<file path="config.mk">
export PLATFORM = sky130hd
export DESIGN_NAME = tws_controller_end_flat
export DESIGN_NICKNAME = d
export VERILOG_FILES = /design/src/logic/tws_pkg.sv /design/src/logic/tws_link_if.sv /design/src/logic/tws_fifo.sv /design/src/logic/tws_controller_end.sv /design/src/flat_wrapper.sv
export VERILOG_INCLUDE_DIRS = /design/src /design/src/logic
export SDC_FILE = /design/constraint.sdc
export NUM_CORES = 1
export LEC_CHECK = 0
export ABC_CLOCK_PERIOD_IN_PS = 5220
export BUFFER_PORTS_ARGS = -buffer_cell sky130_fd_sc_hd__buf_2
export CAP_MARGIN = 20
export CORE_UTILIZATION = 55
export DETAILED_ROUTE_END_ITERATION = 8
export PLACE_DENSITY = 0.72
export SYNTH_ARGS = -nofsm -noshare
export SYNTH_HDL_FRONTEND = slang
export SYNTH_SLANG_ARGS = --single-unit
</file>
<file path="constraint.sdc">
create_clock -name clock -period 5.22 [get_ports clock]
set_input_delay 1.566 -clock clock [delete_from_list [all_inputs] [get_ports clock]]
set_output_delay 1.566 -clock clock [all_outputs]
set_load 0.005 [all_outputs]
</file>
<file path="src/logic/tws_consts.svh">
// constants of the two-wire serial converter loader
// assumes inclusion by bare name from any file that needs a figure
`ifndef TWS_CONSTS_SVH
`define TWS_CONSTS_SVH

// ----------------------------------------------------------------------------
// word and counter layout
// ----------------------------------------------------------------------------
`define TWS_WORD_BITS     12
`define TWS_ADDR_BITS     1
`define TWS_CNT_BITS      4
`define TWS_CNT_STROBE    4'hc
`define TWS_CNT_PRELOAD   4'h0
`define TWS_ZERO_SCALE    12'h000
`define TWS_FIFO_DEPTH    8

// ----------------------------------------------------------------------------
// timing
// ----------------------------------------------------------------------------
`define TWS_CLOCK_NS      50
`define TWS_POR_MS        10
`define TWS_POR_CYCLES    ((`TWS_POR_MS * 1000000 + `TWS_CLOCK_NS - 1) / `TWS_CLOCK_NS)
`define TWS_HALF_CYCLES   4

`endif

</file>
<file path="src/logic/tws_pkg.sv">
// types of the controller end of the two-wire serial converter loader
// assumes nothing beyond a SystemVerilog compiler
package tws_pkg;

    // controller sequencing states
    typedef enum logic [2:0] {
        ST_POR,
        ST_IDLE,
        ST_SETUP,
        ST_SHIFT,
        ST_HOLD
    } tws_host_state_t;

endpackage

</file>
<file path="src/logic/tws_link_if.sv">
// link between the controller end and the converter end
// assumes the controller makes every signal; the converters only listen
`timescale 1ns/1ps
interface tws_link_if #(
    parameter int NUM_CONV = 2
);
    logic                linkClk;      // serial clock, idles high
    logic                serialDataIn; // shared serial data
    logic                loadStrobeN;  // load strobe, active low
    logic                clearN;       // shared clear, active low
    logic [NUM_CONV-1:0] chipSelN;     // per-converter select, active low

    modport host (
        output linkClk,
        output serialDataIn,
        output loadStrobeN,
        output clearN,
        output chipSelN
    );

    modport device (
        input linkClk,
        input serialDataIn,
        input loadStrobeN,
        input clearN,
        input chipSelN
    );
endinterface

</file>
<file path="src/logic/tws_fifo.sv">
// word buffer with valid/ready on both sides
// assumes both sides run on clock; no crossing inside
`timescale 1ns/1ps
module tws_fifo #(
    parameter int WIDTH = 13,
    parameter int DEPTH = 8
) (
    input  wire logic             clock,
    input  wire logic             rst_n,
    input  wire logic             inValid,
    output logic                  inReady,
    input  wire logic [WIDTH-1:0] inData,
    output logic                  outValid,
    input  wire logic             outReady,
    output logic      [WIDTH-1:0] outData
);
    localparam int PW = (DEPTH > 1) ? $clog2(DEPTH) : 1;
    localparam int CW = $clog2(DEPTH + 1);

    typedef struct packed {
        logic [DEPTH-1:0][WIDTH-1:0] mem;
        logic [PW-1:0]               wrPtr;
        logic [PW-1:0]               rdPtr;
        logic [CW-1:0]               count;
    } tws_fifo_state_t;

    tws_fifo_state_t s_q;
    tws_fifo_state_t s_d;
    logic            push;
    logic            pop;

    // ------------------------------------------------------------------------
    // handshake and next state
    // ------------------------------------------------------------------------
    // full and empty come straight from the occupancy count
    assign inReady  = (s_q.count != CW'(DEPTH));
    assign outValid = (s_q.count != '0);
    assign outData  = s_q.mem[s_q.rdPtr];
    assign push     = inValid && inReady;
    assign pop      = outValid && outReady;

    // pointers wrap at the depth, count follows push and pop
    always_comb begin
        s_d = s_q;
        if (push) begin
            s_d.mem[s_q.wrPtr] = inData;
            s_d.wrPtr = (s_q.wrPtr == PW'(DEPTH - 1)) ? '0 : s_q.wrPtr + 1'b1;
        end
        if (pop) begin
            s_d.rdPtr = (s_q.rdPtr == PW'(DEPTH - 1)) ? '0 : s_q.rdPtr + 1'b1;
        end
        if (push && !pop) begin
            s_d.count = s_q.count + 1'b1;
        end else if (pop && !push) begin
            s_d.count = s_q.count - 1'b1;
        end
    end

    // state register
    always_ff @(posedge clock or negedge rst_n) begin
        if (!rst_n) begin
            s_q <= '0;
        end else begin
            s_q <= s_d;
        end
    end
endmodule

</file>
<file path="src/logic/tws_controller_end.sv">
// controller end of the two-wire serial converter loader: word buffer,
// link clock divider, bit counter with load strobe, power-on clear and
// chip-select decoding
// assumes the converters sample the link on their own clock
//
// Operation
// bit counter advances on each link rising edge
// converter shifts on inverted link clock edge
// count 1011 then 1100 drives strobe low
// strobe preloads counter, blocks thirteenth shift
// repeat thirteen pulses for every further word
// clock stops high after final thirteenth pulse
// one clear resets counter and converters
// isolated mode holds every select low
// all see data, selected converter loads
// decoder enabled only after address settles
// clear forces zero scale on outputs
// strobe copies shift register to output
// clear acts asynchronously on output register
// shift register keeps latest twelve bits
// counter preload value is zero
`timescale 1ns/1ps
`include "tws_consts.svh"
module tws_controller_end #(
    parameter int ADDR_W      = `TWS_ADDR_BITS,
    parameter int WORD_BITS   = `TWS_WORD_BITS,
    parameter int FIFO_DEPTH  = `TWS_FIFO_DEPTH,
    parameter int POR_CYCLES  = `TWS_POR_CYCLES,
    parameter int HALF_CYCLES = `TWS_HALF_CYCLES
) (
    input  wire logic                 clock,
    input  wire logic                 rst_n,
    input  wire logic                 wordValid,
    output logic                      wordReady,
    input  wire logic [WORD_BITS-1:0] wordData,
    input  wire logic [ADDR_W-1:0]    limitConverterSelect,
    input  wire logic                 isolatedMode,
    tws_link_if.host                  link,
    output logic                      busy
);
    localparam int NUM_CONV = 2 ** ADDR_W;
    localparam int PCW      = $clog2(POR_CYCLES + 1);
    localparam int HCW      = $clog2(HALF_CYCLES + 1);
    localparam int FW       = ADDR_W + WORD_BITS;

    typedef struct packed {
        tws_pkg::tws_host_state_t st;
        logic [PCW-1:0]           porCnt;
        logic [HCW-1:0]           halfCnt;
        logic                     linkClk;
        logic [`TWS_CNT_BITS-1:0] bitCnt;
        logic [WORD_BITS-1:0]     shiftReg;
        logic [ADDR_W-1:0]        addr;
        logic                     decEn;
        logic                     strobeN;
        logic                     clearN;
        logic                     dataOut;
        logic [NUM_CONV-1:0]      csN;
    } tws_host_state_struct_t;

    tws_host_state_struct_t s_q;
    tws_host_state_struct_t s_d;
    logic                   fifoValid;
    logic                   fifoTake;
    logic [FW-1:0]          fifoData;
    logic                   halfDone;
    logic [`TWS_CNT_BITS-1:0] cntNext;

    // ------------------------------------------------------------------------
    // word buffer
    // ------------------------------------------------------------------------
    // words wait here with their converter address; a full buffer stalls
    // the user through wordReady
    tws_fifo #(
        .WIDTH (FW),
        .DEPTH (FIFO_DEPTH)
    ) u_fifo (
        .clock    (clock),
        .rst_n    (rst_n),
        .inValid  (wordValid),
        .inReady  (wordReady),
        .inData   ({limitConverterSelect, wordData}),
        .outValid (fifoValid),
        .outReady (fifoTake),
        .outData  (fifoData)
    );

    // a word is taken only when the link is idle and out of clear
    // words pushed during the power-on clear simply wait in the buffer
    assign fifoTake = (s_q.st == tws_pkg::ST_IDLE);

    // ------------------------------------------------------------------------
    // link outputs
    // ------------------------------------------------------------------------
    // every link signal comes straight from a flip-flop
    assign link.linkClk      = s_q.linkClk;
    assign link.serialDataIn = s_q.dataOut;
    assign link.loadStrobeN  = s_q.strobeN;
    assign link.clearN       = s_q.clearN;
    assign link.chipSelN     = s_q.csN;
    assign busy              = (s_q.st != tws_pkg::ST_IDLE) || fifoValid;

    // ------------------------------------------------------------------------
    // sequencing
    // ------------------------------------------------------------------------
    // the half-period divider makes the link clock from the system clock
    // each level lasts HALF_CYCLES clocks, which sets the link period
    assign halfDone = (s_q.halfCnt == HCW'(HALF_CYCLES - 1));
    assign cntNext  = s_q.bitCnt + 1'b1;

    // power-on clear, then thirteen link pulses per word
    always_comb begin
        s_d = s_q;
        unique case (s_q.st)
            tws_pkg::ST_POR: begin
                // hold the shared clear until the supply has settled
                // the counter sits at its preload value through the clear, so
                // the first word after power-on counts from zero as well
                s_d.clearN = 1'b0;
                s_d.bitCnt = `TWS_CNT_PRELOAD;
                if (s_q.porCnt == PCW'(POR_CYCLES - 1)) begin
                    s_d.clearN = 1'b1;
                    s_d.st     = tws_pkg::ST_IDLE;
                end else begin
                    s_d.porCnt = s_q.porCnt + 1'b1;
                end
            end
            tws_pkg::ST_IDLE: begin
                // clock parked high, counter back at zero
                s_d.linkClk = 1'b1;
                s_d.bitCnt  = `TWS_CNT_PRELOAD;
                s_d.decEn   = 1'b0;
                s_d.halfCnt = '0;
                if (fifoValid) begin
                    // address is set with the decoder still off
                    s_d.shiftReg = fifoData[WORD_BITS-1:0];
                    s_d.addr     = fifoData[FW-1:WORD_BITS];
                    s_d.dataOut  = fifoData[WORD_BITS-1];
                    s_d.st       = tws_pkg::ST_SETUP;
                end
            end
            tws_pkg::ST_SETUP: begin
                // wait a half period for the address to settle
                s_d.halfCnt = s_q.halfCnt + 1'b1;
                if (halfDone) begin
                    s_d.halfCnt = '0;
                    s_d.decEn   = 1'b1;
                    s_d.st      = tws_pkg::ST_SHIFT;
                end
            end
            tws_pkg::ST_SHIFT: begin
                s_d.halfCnt = s_q.halfCnt + 1'b1;
                if (halfDone) begin
                    s_d.halfCnt = '0;
                    s_d.linkClk = ~s_q.linkClk;
                    // a high clock going low is the converter's shift edge,
                    // so data only changes on the rising edge
                    if (!s_q.linkClk) begin
                        if (!s_q.strobeN) begin
                            // thirteenth rise: preload instead of count
                            s_d.bitCnt  = `TWS_CNT_PRELOAD;
                            s_d.strobeN = 1'b1;
                            s_d.st      = tws_pkg::ST_HOLD;
                        end else begin
                            s_d.bitCnt  = cntNext;
                            // 1011 turning 1100 pulls the strobe low
                            s_d.strobeN = (cntNext != `TWS_CNT_STROBE);
                            s_d.shiftReg = {s_q.shiftReg[WORD_BITS-2:0], 1'b0};
                            s_d.dataOut  = s_q.shiftReg[WORD_BITS-2];
                        end
                    end
                end
            end
            tws_pkg::ST_HOLD: begin
                // clock stays high; next word repeats the whole sequence
                // the decoder goes off here, before the next address is set up
                s_d.halfCnt = s_q.halfCnt + 1'b1;
                if (halfDone) begin
                    s_d.halfCnt = '0;
                    s_d.decEn   = 1'b0;
                    s_d.st      = tws_pkg::ST_IDLE;
                end
            end
        endcase
        // chip selects: all low when isolated, else decoded address
        // selects follow the next state, so they leave on a flip-flop and
        // no decoder glitch reaches the link
        for (int i = 0; i < NUM_CONV; i++) begin
            if (isolatedMode) begin
                s_d.csN[i] = 1'b0;
            end else begin
                s_d.csN[i] = !(s_d.decEn && (s_d.addr == ADDR_W'(i)));
            end
        end
    end

    // state register; reset starts the power-on clear
    // the link parks with clock and strobe high and no converter selected
    always_ff @(posedge clock or negedge rst_n) begin
        if (!rst_n) begin
            s_q         <= '0;
            s_q.st      <= tws_pkg::ST_POR;
            s_q.linkClk <= 1'b1;
            s_q.strobeN <= 1'b1;
            s_q.csN     <= '1;
        end else begin
            s_q <= s_d;
        end
    end
endmodule

</file>
<file path="src/flat_wrapper.sv">
// flat-port wrapper written by rule: the top's interface ports become plain ports
module tws_controller_end_flat 
#(
    parameter int ADDR_W      = `TWS_ADDR_BITS,
    parameter int WORD_BITS   = `TWS_WORD_BITS,
    parameter int FIFO_DEPTH  = `TWS_FIFO_DEPTH,
    parameter int POR_CYCLES  = `TWS_POR_CYCLES,
    parameter int HALF_CYCLES = `TWS_HALF_CYCLES
)
  (clock, rst_n, wordValid, wordReady, wordData, limitConverterSelect, isolatedMode, busy, link_linkClk, link_serialDataIn, link_loadStrobeN, link_clearN, link_chipSelN);
  tws_link_if #(.NUM_CONV(2)) link_i ();
  input  wire logic clock;
  input  wire logic rst_n;
  input  wire logic wordValid;
  output logic wordReady;
  input  wire logic [WORD_BITS-1:0] wordData;
  input  wire logic [ADDR_W-1:0] limitConverterSelect;
  input  wire logic isolatedMode;
  output logic busy;
  output wire logic [$bits(link_i.linkClk)-1:0] link_linkClk;
  output wire logic [$bits(link_i.serialDataIn)-1:0] link_serialDataIn;
  output wire logic [$bits(link_i.loadStrobeN)-1:0] link_loadStrobeN;
  output wire logic [$bits(link_i.clearN)-1:0] link_clearN;
  output wire logic [$bits(link_i.chipSelN)-1:0] link_chipSelN;
  assign link_linkClk = link_i.linkClk;
  assign link_serialDataIn = link_i.serialDataIn;
  assign link_loadStrobeN = link_i.loadStrobeN;
  assign link_clearN = link_i.clearN;
  assign link_chipSelN = link_i.chipSelN;
  tws_controller_end #(.ADDR_W(ADDR_W), .WORD_BITS(WORD_BITS), .FIFO_DEPTH(FIFO_DEPTH), .POR_CYCLES(POR_CYCLES), .HALF_CYCLES(HALF_CYCLES)) u_core (.clock(clock), .rst_n(rst_n), .wordValid(wordValid), .wordReady(wordReady), .wordData(wordData), .limitConverterSelect(limitConverterSelect), .isolatedMode(isolatedMode), .link(link_i), .busy(busy));
endmodule
</file>
==> results of run 1 <==
metrics by stage:
step	setup WS, ns	power, W	std cells
after floorplan	2.21	0.00267	598
after global placement	1.92	0.00286	773
after detailed placement	1.78	0.00295	773
after CTS	1.77	0.00417	803
after global routing	1.50	0.00435	804
final	1.78	0.00413	804
layout make-up:
class,instances,area share
Timing Repair Buffer,32,0.0255
Clock inverter,9,0.0128
Inverter,7,0.00336
Sequential cell,161,0.471
Tap cell,176,0.0257
Clock buffer,21,0.0537
Multi-Input combinational cell,398,0.408
flip-flops by register name, summed over array words and instances, names as in the netlist:
name                      cells
u_core.link.chipSelN          2
u_core.link.clearN            1
u_core.link.linkClk           1
u_core.link.loadStrobeN       1
u_core.link.serialDataIn      1
u_core.s_q                   41
u_core.u_fifo.s_q           114
placed cells by master, fill, tap and decap left out, drive strengths merged, types with 5 or more instances in the layout:
| cell type | instances |
|---|---|
| inv | 7 |
| clkbuf | 21 |
| and3 | 5 |
| dfrtp | 157 |
| nor3 | 18 |
| xnor2 | 9 |
| buf | 32 |
| mux4 | 16 |
| nand2b | 6 |
| nor2 | 18 |
| nor4b | 5 |
| ha | 10 |
| nand3b | 6 |
| nand4 | 5 |
| mux2i | 25 |
| xor2 | 11 |
| nand3 | 21 |
| o21ai | 12 |
| mux2 | 109 |
| nand2 | 46 |
| a31oi | 7 |
| a21oi | 15 |
| o2111ai | 6 |
metal layers:
metal,share of wire,routed length [µm]
met1,0.42,6500
met2,0.52,8020
met3,0.028,438
met4,0.028,425
met5,0,0
worst max-delay path, delay by kind of cell (launching register included):
kind,cells,cell delay (ns)
compound gates,2,0.34
fa+ha+maj,2,0.52
mux,1,0.23
xor+xnor,1,0.13
flops,1,0.62
simple gates,2,1.09
buf+inv,2,0.41
worst max-delay path by stage:
stage	slack, ns	depth (start not counted)	start	end
CTS	1.77	10	u_core.s_q[47]	u_core.u_fifo.s_q[3]
global route	1.50	10	u_core.s_q[47]	u_core.u_fifo.s_q[3]
global placement	1.92	10	u_core.s_q[45]	u_core.u_fifo.s_q[3]
detailed placement	1.78	10	u_core.s_q[47]	u_core.u_fifo.s_q[3]
floorplan	2.21	9	wordValid	u_core.u_fifo.s_q[3]
finish	1.78	10	u_core.s_q[47]	u_core.u_fifo.s_q[3]
power by group:
part,leakage (nW),internal (W),switching [W],total (W)
Sequential,2.01,0.00168,0.000264,0.00194
Clock,0.271,0.000723,0.000483,0.00121
Combinational,1.41,0.000608,0.000376,0.000984
cells by family (layout without fill, tap and decap cells):
kind of cell / count (synthesis) / in the layout
AOI/OAI and AO/OA: 63 / 63
xor gates and xnor gates: 20 / 20
adders and majority gates: 11 / 11
buffers and inverters: 39 / 69
DFF: 161 / 161
muxes: 150 / 150
and+or+nand+nor: 154 / 154
==> flow_summary.json, run 1 <==
{
  "post-cts-setup-buffer-count": 0,
  "num-fill-cells": 1033,
  "final_area_um2": 8570,
  "powerDensity_nw_per_um2": 482,
  "area_used_by_multi_input_combinational_logic_um2": 3500,
  "place_area_um2": 7980,
  "drive_gt1_frac": 0.334,
  "via_per_inst": 6.01,
  "synth-simple-area-share": 0.115,
  "dominantRegCellSynth": "sky130_fd_sc_hd__dfrtp_1",
  "cts.sinks": 161,
  "row_count": 42,
  "final.hold.worst_slack_ns": 0.470,
  "timing.critical_path.slowest_stage_cell": "sky130_fd_sc_hd__dfrtp_1",
  "synth_async_sr_flop_share": 1.00,
  "utilization": 0.637,
  "wire_per_inst_um": 19.1,
  "antenna_violation_net_count_after_detailed_routing": 0,
  "layout_worst_path_cycle_share": 0.660,
  "cts_hold_buf": 0,
  "timing.clock.skew_ns": 0.00918,
  "fp.dieH_um": 120,
  "gpl.final_weighted_congestion": 0.769,
  "rrSetupSlack_ns": 1.78,
  "synthMuxAreaShare": 0.239,
  "synthMostInstantiatedCell": "sky130_fd_sc_hd__dfrtp_1",
  "finalSetupViolCount": 0,
  "drc_errors": 0,
  "status": "finished clean",
  "fin_nets": 645,
  "hold_path_depth": 2,
  "die_area_um2": 14500,
  "yosys_warnings": 0,
  "max-vdd-ir-drop_mv": 0.291,
  "synth.cells.most_frequent": "sky130_fd_sc_hd__dfrtp_1 (157), sky130_fd_sc_hd__mux2_2 (108), sky130_fd_sc_hd__nand2_1 (45)",
  "min_period_ns": 3.44,
  "leakage_nw": 3.69,
  "place.port_buffers": 24,
  "first_global_vias": 5193,
  "maxSlewHeadroom": 0.215,
  "cts_buffer_depth": 2,
  "timing.rr.end": "u_core.u_fifo.s_q[3]",
  "setup.worst_path.start_class": "flip-flop",
  "initial_antenna_violation_count": 0,
  "gr-usage-met3": 0.0528,
  "tightestPinTransition_ns": 1.17,
  "critical_path.cell_chain": "or3b_2 -> nor2_2 -> inv_1 -> ha_1 -> inv_1 -> ha_1 -> a21o_1 -> a21oi_1 -> mux2i_1 -> xnor2_1",
  "required_time_at_the_endpoint_of_the_critical_path_ns": 5.56,
  "cts-htree-levels": 4,
  "setup_total_negative_slack_ns": 0,
  "sequential_cell_area_um2": 4040,
  "grt_max_degree": 112,
  "grt_pass1_wl_um": 26200,
  "detail_route.wirelength_um": 15400,
  "cts_made_buffers": 17,
  "synth_largest_area_cell": "sky130_fd_sc_hd__dfrtp_1",
  "syn-cell-area_um2": 7710,
  "clk-insertion-delay-late_ns": 0.42,
  "yosys_register_bits": 161,
  "cts_root_buf": "sky130_fd_sc_hd__clkbuf_16",
  "final-hold-violation-count": 0,
  "r2r.worst_path.cells": 10,
  "initial_core_util": 0.573,
  "xor_and_xnor_area_share_after_synthesis": 0.0227,
  "antennaDiodeCount": 0,
  "groute.layer.met1.usage": 0.294,
  "final_max_slew_viol_count": 0,
  "max-cap-violations": 0,
  "holdCritPathClass": "reg -> reg",
  "grt.met2_usage": 0.406,
  "dr_total_vias": 4833,
  "critPathMaxStageDelay_ns": 0.62,
  "detailed_place_hpwl_um": 9870,
  "crit-reg2reg-launch": "u_core.s_q[47]",
  "syn-mean-instance-area_um2": 12.9,
  "total_nets_after_synthesis": 626,
  "synth-edff-count": 0,
  "critPathMaxFanout": 26,
  "grt-busiest-layer": "met2",
  "synth_cell_types": 63,
  "synth.area.top_cells": "sky130_fd_sc_hd__dfrtp_1 (51%), sky130_fd_sc_hd__mux2_2 (16%), sky130_fd_sc_hd__mux4_2 (4.7%)",
  "post_cts_resized": 0,
  "tritoncts": "built",
  "die_width_um": 120,
  "design.core.area_um2": 13500,
  "setup.worst_path.end_class": "flip-flop",
  "initial_drt_markers": 373,
  "worst-endpoint-arrival_ns": 3.79,
  "area_growth_syn_to_layout_pct": 11.1,
  "post_synth_fa_ha_maj_area_fraction": 0.0188,
  "synth_top_family_by_area": "multiplexers",
  "globalRouteOverflowTotal": 0,
  "timing.hold.worst.start": "u_core.link.clearN",
  "syn_inst": 598,
  "share_of_the_yosys_chip_area_belonging_to_registers": 0.523,
  "clk_pin_slew_ns": 0.07,
  "hold_path_end": "u_core.link.clearN",
  "synth_top_area_share": 0.509,
  "groute.usage.overall": 0.237,
  "num_io_pins": 25,
  "fmax_mhz": 290,
  "detail_route.first_pass.iterations": 4,
  "synth_area_in_compound_gates": 0.0550,
  "critical_path_class": "reg -> reg",
  "rsz0062_at_grt": "false"
}
No activity file was read; power rests on OpenSTA's default activity.
==> run 2, diff against run 1 <==
--- a/config.mk
+++ b/config.mk
@@ -6,7 +6,7 @@
 export SDC_FILE = /design/constraint.sdc
 export NUM_CORES = 1
 export LEC_CHECK = 0
-export ABC_CLOCK_PERIOD_IN_PS = 5220
+export ABC_CLOCK_PERIOD_IN_PS = 3500
 export BUFFER_PORTS_ARGS = -buffer_cell sky130_fd_sc_hd__buf_2
 export CAP_MARGIN = 20
 export CORE_UTILIZATION = 55
==> constraint.sdc (replaced) <==
create_clock -name clock -period 3.5 [get_ports clock]
set_input_delay 1.05 -clock clock [delete_from_list [all_inputs] [get_ports clock]]
set_output_delay 1.05 -clock clock [all_outputs]
set_load 0.005 [all_outputs]
==> run 2 against run 1 <==
  * Fmax up 27%
  * Largest cell class unchanged
  * Global-route usage is 0.85 points lower
  * Worst setup slack lost 0.98 ns
  * Combinational power rose by 51%
  * Critical path depth up 1
  * Hold slack worse by 0.0039 ns
  * Flip-flop and latch count did not move
  * Clock power rose by 49%
==> flow_summary.json, run 2 (synthesis results as in run 1) <==
{
  "layout_commonest_cell": "sky130_fd_sc_hd__dfrtp_1",
  "final_max_slew_viol_count": 0,
  "wire_per_inst_um": 18.8,
  "internal_power_w": 0.00450,
  "layout_worst_path_cycle_share": 0.772,
  "drive_gt1_frac": 0.347,
  "fp.dieH_um": 120,
  "detail_route.first_pass.iterations": 5,
  "drc_errors": 0,
  "gpl.final_weighted_congestion": 0.767,
  "grt_max_degree": 72,
  "initial_core_util": 0.573,
  "groute.usage.overall": 0.229,
  "row_count": 42,
  "clk-insertion-delay-late_ns": 0.42,
  "max-cap-violations": 0,
  "largest_register_ffs": 114,
  "setup.worst_path.start_class": "flip-flop",
  "critical_path_class": "reg -> reg",
  "min_period_ns": 2.70,
  "detailed_place_hpwl_um": 10000,
  "fin_nets": 656,
  "path_delay_family": "simple AND/OR/NAND/NOR gates",
  "layout_common_cells": "sky130_fd_sc_hd__dfrtp_1 (156), sky130_fd_sc_hd__mux2_2 (108), sky130_fd_sc_hd__nand2_1 (45)",
  "path_depth": 11,
  "worst-endpoint-arrival_ns": 3.05,
  "die_area_um2": 14500,
  "clk_pin_slew_ns": 0.06,
  "final-hold-violation-count": 0,
  "initial_drt_markers": 291,
  "finalSetupViolCount": 0,
  "critical_path.cell_chain": "or3b_2 -> nor2_2 -> buf_4 -> inv_1 -> ha_1 -> inv_1 -> ha_1 -> a21o_1 -> a21oi_1 -> mux2i_1 -> xnor2_1",
  "grt_pass1_wl_um": 25300,
  "registers.top_by_ff_count": "u_core.u_fifo.s_q",
  "antennaDiodeCount": 0,
  "post_cts_resized": 0,
  "hold_path_depth": 1,
  "die_width_um": 120,
  "cts_buffer_depth": 2,
  "fmax_mhz": 370,
  "cts_hold_buf": 0,
  "first_global_vias": 4963,
  "critPathMaxFanout": 14,
  "final_area_um2": 8630,
  "powerDensity_nw_per_um2": 715,
  "globalRouteOverflowTotal": 0,
  "antenna_violation_net_count_after_detailed_routing": 0,
  "place_area_um2": 8070,
  "clockPowerShare": 0.291,
  "holdCritPathClass": "reg -> reg",
  "design.core.area_um2": 13500,
  "dr_total_vias": 4830,
  "initial_antenna_violation_count": 0,
  "detail_route.wirelength_um": 15300,
  "cts_made_buffers": 17,
  "required_time_at_the_endpoint_of_the_critical_path_ns": 3.85,
  "post-cts-setup-buffer-count": 0,
  "cts.sinks": 161,
  "rsz0062_at_grt": "false",
  "place.port_buffers": 24,
  "switchingPower_w": 0.00168,
  "critical_path.n_buffers_inverters": 3,
  "tritoncts": "built",
  "area_growth_syn_to_layout_pct": 11.9,
  "num_io_pins": 25,
  "setup.worst_path.end_class": "flip-flop",
  "leakage_nw": 3.75,
  "timing.critical_path.slowest_stage_cell": "sky130_fd_sc_hd__or3b_2",
  "swShare": 0.272,
  "via_per_inst": 5.93,
  "setup_total_negative_slack_ns": 0,
  "tightestPinTransition_ns": 0.943,
  "maxSlewHeadroom": 0.369,
  "status": "finished clean",
  "cts_root_buf": "sky130_fd_sc_hd__clkbuf_16",
  "cts-htree-levels": 4,
  "timing.clock.skew_ns": 0.0103,
  "pwr-share-comb": 0.241,
  "max-vdd-ir-drop_mv": 0.471,
  "critPathMaxStageDelay_ns": 0.49,
  "p_seq_frac": 0.469,
  "r2r.worst_path.cells": 11
}
[run 2: changes by cell type in the layout (fill, tap and decap cells not counted), sizes merged]
cell	before	now
inv	7	8
buf	32	43
clkbuf	21	20
[run 2: through the flow]
step	instances	utilization	setup slack, ns	power, W	hold slack (ns)
final	815	0.642	0.798	0.00617	0.466
after global routing	815	0.642	0.630	0.00648	0.474
after CTS	815	0.642	0.791	0.00622	0.468
after detailed placement	785	0.600	0.647	0.00441	0.459
after global placement	785	0.600	0.775	0.00429	0.451
after floorplan	598	-	0.997	0.00398	0.437
[run 2: cell type report]
type	instances	area [µm²]
inverter	7	28.8
tap	176	220
fill	1014	4820
clock inverter	10	111
sequential	161	4040
timing repair buffer	43	282
clock buffer	20	457
multi-input combinational	398	3500
[run 2: final timing paths]
check | start | end | slack [ns]
max | u_core.s_q[46] | u_core.u_fifo.s_q[3] | 0.80
min | u_core.s_q[44] | u_core.s_q[44] | 0.47
max in group asynchronous | rst_n | u_core.u_fifo.s_q[104] | 2.09
min in group asynchronous | rst_n | u_core.u_fifo.s_q[2] | 0.65
min reg2reg | u_core.s_q[44] | u_core.s_q[44] | 0.47
max reg2reg | u_core.s_q[46] | u_core.u_fifo.s_q[3] | 0.80
[run 2: power groups by stage]
| stage | clock network (W) | registers (W) | logic [W] |
|---|---|---|---|
| after floorplan | 0 | 0.00277 | 0.00121 |
| after global placement | 0 | 0.00286 | 0.00142 |
| after detailed placement | 0 | 0.00291 | 0.00150 |
| after CTS | 0.00183 | 0.00289 | 0.00151 |
| after global routing | 0.00190 | 0.00296 | 0.00162 |
| final | 0.00180 | 0.00289 | 0.00149 |
[run 2: per-layer routing]
layer | track usage | routed length [µm]
met3 | 0.0505 | 389
met2 | 0.369 | 7690
met1 | 0.306 | 7000
met5 | 0 | 0
met4 | 0.0810 | 223
==> run 3, diff against run 2 <==
--- a/config.mk
+++ b/config.mk
@@ -6,7 +6,7 @@
 export SDC_FILE = /design/constraint.sdc
 export NUM_CORES = 1
 export LEC_CHECK = 0
-export ABC_CLOCK_PERIOD_IN_PS = 3500
+export ABC_CLOCK_PERIOD_IN_PS = 2700
 export BUFFER_PORTS_ARGS = -buffer_cell sky130_fd_sc_hd__buf_2
 export CAP_MARGIN = 20
 export CORE_UTILIZATION = 55
==> constraint.sdc (replaced) <==
create_clock -name clock -period 2.7 [get_ports clock]
set_input_delay 0.81 -clock clock [delete_from_list [all_inputs] [get_ports clock]]
set_output_delay 0.81 -clock clock [all_outputs]
set_load 0.005 [all_outputs]
==> run 3 against run 2 <==
  * Design area increased by 0.99%
  * Final cell count increased by 1.3%
  * Combinational power increased by 30%
  * Critical endpoint unchanged
  * Clock power increased by 30%
  * Register-to-register slack got worse by 0.64 ns
  * Largest power group unchanged
==> flow_summary.json, run 3 (synthesis results as in run 1) <==
{
  "status": "finished clean",
  "cts.sinks": 161,
  "detail_route.wirelength_um": 15800,
  "powerDensity_nw_per_um2": 920,
  "clk_pin_slew_ns": 0.06,
  "layout_common_cells": "sky130_fd_sc_hd__dfrtp_1 (154), sky130_fd_sc_hd__mux2_2 (108), sky130_fd_sc_hd__nand2_1 (45)",
  "rrSetupSlack_ns": 0.16,
  "sequential_cell_area_um2": 4040,
  "antennaDiodeCount": 0,
  "drc_errors": 0,
  "internal_power_w": 0.00578,
  "die_width_um": 120,
  "globalRouteOverflowTotal": 0,
  "wire_per_inst_um": 19.1,
  "min_period_ns": 2.54,
  "fin_nets": 665,
  "antenna_violation_net_count_after_detailed_routing": 0,
  "first_global_vias": 5283,
  "area_used_by_multi_input_combinational_logic_um2": 3500,
  "cts_buffer_depth": 2,
  "detailed_place_hpwl_um": 10300,
  "crit-reg2reg-launch": "u_core.u_fifo.s_q[0]",
  "critical_path_class": "reg -> reg",
  "holdCritPathClass": "in -> async",
  "tritoncts": "built",
  "cts_root_buf": "sky130_fd_sc_hd__clkbuf_16",
  "fin_total_pwr_w": 0.00802,
  "timing.clock.skew_ns": 0.0109,
  "cts_hold_buf": 0,
  "place.port_buffers": 24,
  "finalSetupViolCount": 0,
  "setup.worst_path.end_class": "flip-flop",
  "setup.worst_path.start_class": "flip-flop",
  "max-vdd-ir-drop_mv": 0.637,
  "maxSlewHeadroom": 0.586,
  "num-fill-cells": 1029,
  "critPathMaxFanout": 8,
  "worst-endpoint-arrival_ns": 2.89,
  "rsz0062_at_grt": "false",
  "switchingPower_w": 0.00224,
  "final_area_um2": 8720,
  "design.core.area_um2": 13500,
  "clk-insertion-delay-late_ns": 0.43,
  "registers.top_by_ff_count": "u_core.u_fifo.s_q",
  "groute.usage.overall": 0.241,
  "layout_worst_path_cycle_share": 0.941,
  "required_time_at_the_endpoint_of_the_critical_path_ns": 3.05,
  "pwr-share-comb": 0.241,
  "dr_total_vias": 4898,
  "initial_antenna_violation_count": 0,
  "area_growth_syn_to_layout_pct": 13.0,
  "layout_commonest_cell": "sky130_fd_sc_hd__dfrtp_1",
  "initial_drt_markers": 356,
  "fp.dieH_um": 120,
  "largest_register_ffs": 114,
  "detail_route.first_pass.iterations": 5,
  "num_io_pins": 25,
  "leakage_nw": 3.78,
  "fmax_mhz": 394,
  "place_area_um2": 8130,
  "tightestPinTransition_ns": 0.621,
  "swShare": 0.279,
  "final_max_slew_viol_count": 0,
  "p_seq_frac": 0.468,
  "setup_total_negative_slack_ns": 0,
  "final.hold.worst_slack_ns": 0.386,
  "drive_gt1_frac": 0.366,
  "grt_max_degree": 67,
  "grt_pass1_wl_um": 26900,
  "clockPowerShare": 0.291,
  "initial_core_util": 0.573,
  "max-cap-violations": 0,
  "gpl.final_weighted_congestion": 0.837,
  "via_per_inst": 5.93,
  "row_count": 42,
  "die_area_um2": 14500,
  "final-hold-violation-count": 0,
  "post-cts-setup-buffer-count": 0,
  "cts-htree-levels": 4,
  "startpoint": "u_core.u_fifo.s_q[0]",
  "cts_made_buffers": 17
}
[run 3: cell count changes in the layout (fill, tap and decap cells not counted), sizes merged]
| cell | before | now |
|---|---|---|
| clkinvlp | 3 | 6 |
| inv | 8 | 9 |
| clkbuf | 20 | 19 |
| bufinv | 2 | 1 |
| buf | 43 | 52 |
[run 3: timing repair]
action / in CTS / in global routing
endpoints found under the hold margin: 0 / 0
resized for setup: 0 / 4
endpoints found under the setup margin: 0 / 1
[run 3: cell type report]
class | instances | area share
sequential | 161 | 0.463
multi-input combinational | 398 | 0.401
clock buffer | 19 | 0.0520
timing repair buffer | 52 | 0.0400
tap | 176 | 0.0253
clock inverter | 13 | 0.0149
inverter | 7 | 0.00330
[run 3: critical path: stages, from the launching register on]
cell and delay (ns):
sky130_fd_sc_hd__dfrtp_2 0.45, sky130_fd_sc_hd__or4b_4 0.57, sky130_fd_sc_hd__nand2_4 0.11, sky130_fd_sc_hd__inv_4 0.06, sky130_fd_sc_hd__ha_1 0.21, sky130_fd_sc_hd__inv_2 0.09, sky130_fd_sc_hd__ha_1 0.23, sky130_fd_sc_hd__a21o_1 0.17
sky130_fd_sc_hd__a21oi_1 0.18, sky130_fd_sc_hd__mux2i_1 0.25, sky130_fd_sc_hd__xnor2_1 0.13
[run 3: final timing paths]
kind                                          to  cells after the start
min in group clock                u_core.s_q[44]                      1
max in group asynchronous   u_core.u_fifo.s_q[4]                      2
setup / recovery            u_core.u_fifo.s_q[3]                     10
hold / removal             u_core.u_fifo.s_q[10]                      1
hold reg to reg                   u_core.s_q[44]                      1
setup reg to reg            u_core.u_fifo.s_q[3]                     10
[run 3: layer usage]
layer	up-vias	track usage	part of all wire
met5	-	0	0
met4	0	0.0934	0.022
met3	23	0.0542	0.029
met2	99	0.407	0.52
met1	2509	0.304	0.43
li1	2267	-	-
[run 3: through the flow]
step	std cells	utilization	worst slack, ns
floorplan	598	-	0.197
global placement	794	0.605	0.200
detailed placement	794	0.605	0.0876
CTS	826	0.648	0.0702
global route	826	0.648	0.0176
finish	826	0.648	0.160
[run 3: power groups by stage]
stage          logic [W]  registers [W]  clock network, W
3_3_place_gp     0.00186        0.00370                 0
3_5_place_dp     0.00194        0.00378                 0
6_report         0.00193        0.00375           0.00234
5_1_grt          0.00214        0.00386           0.00247
2_1_floorplan    0.00157        0.00359                 0
4_1_cts          0.00196        0.00375           0.00237
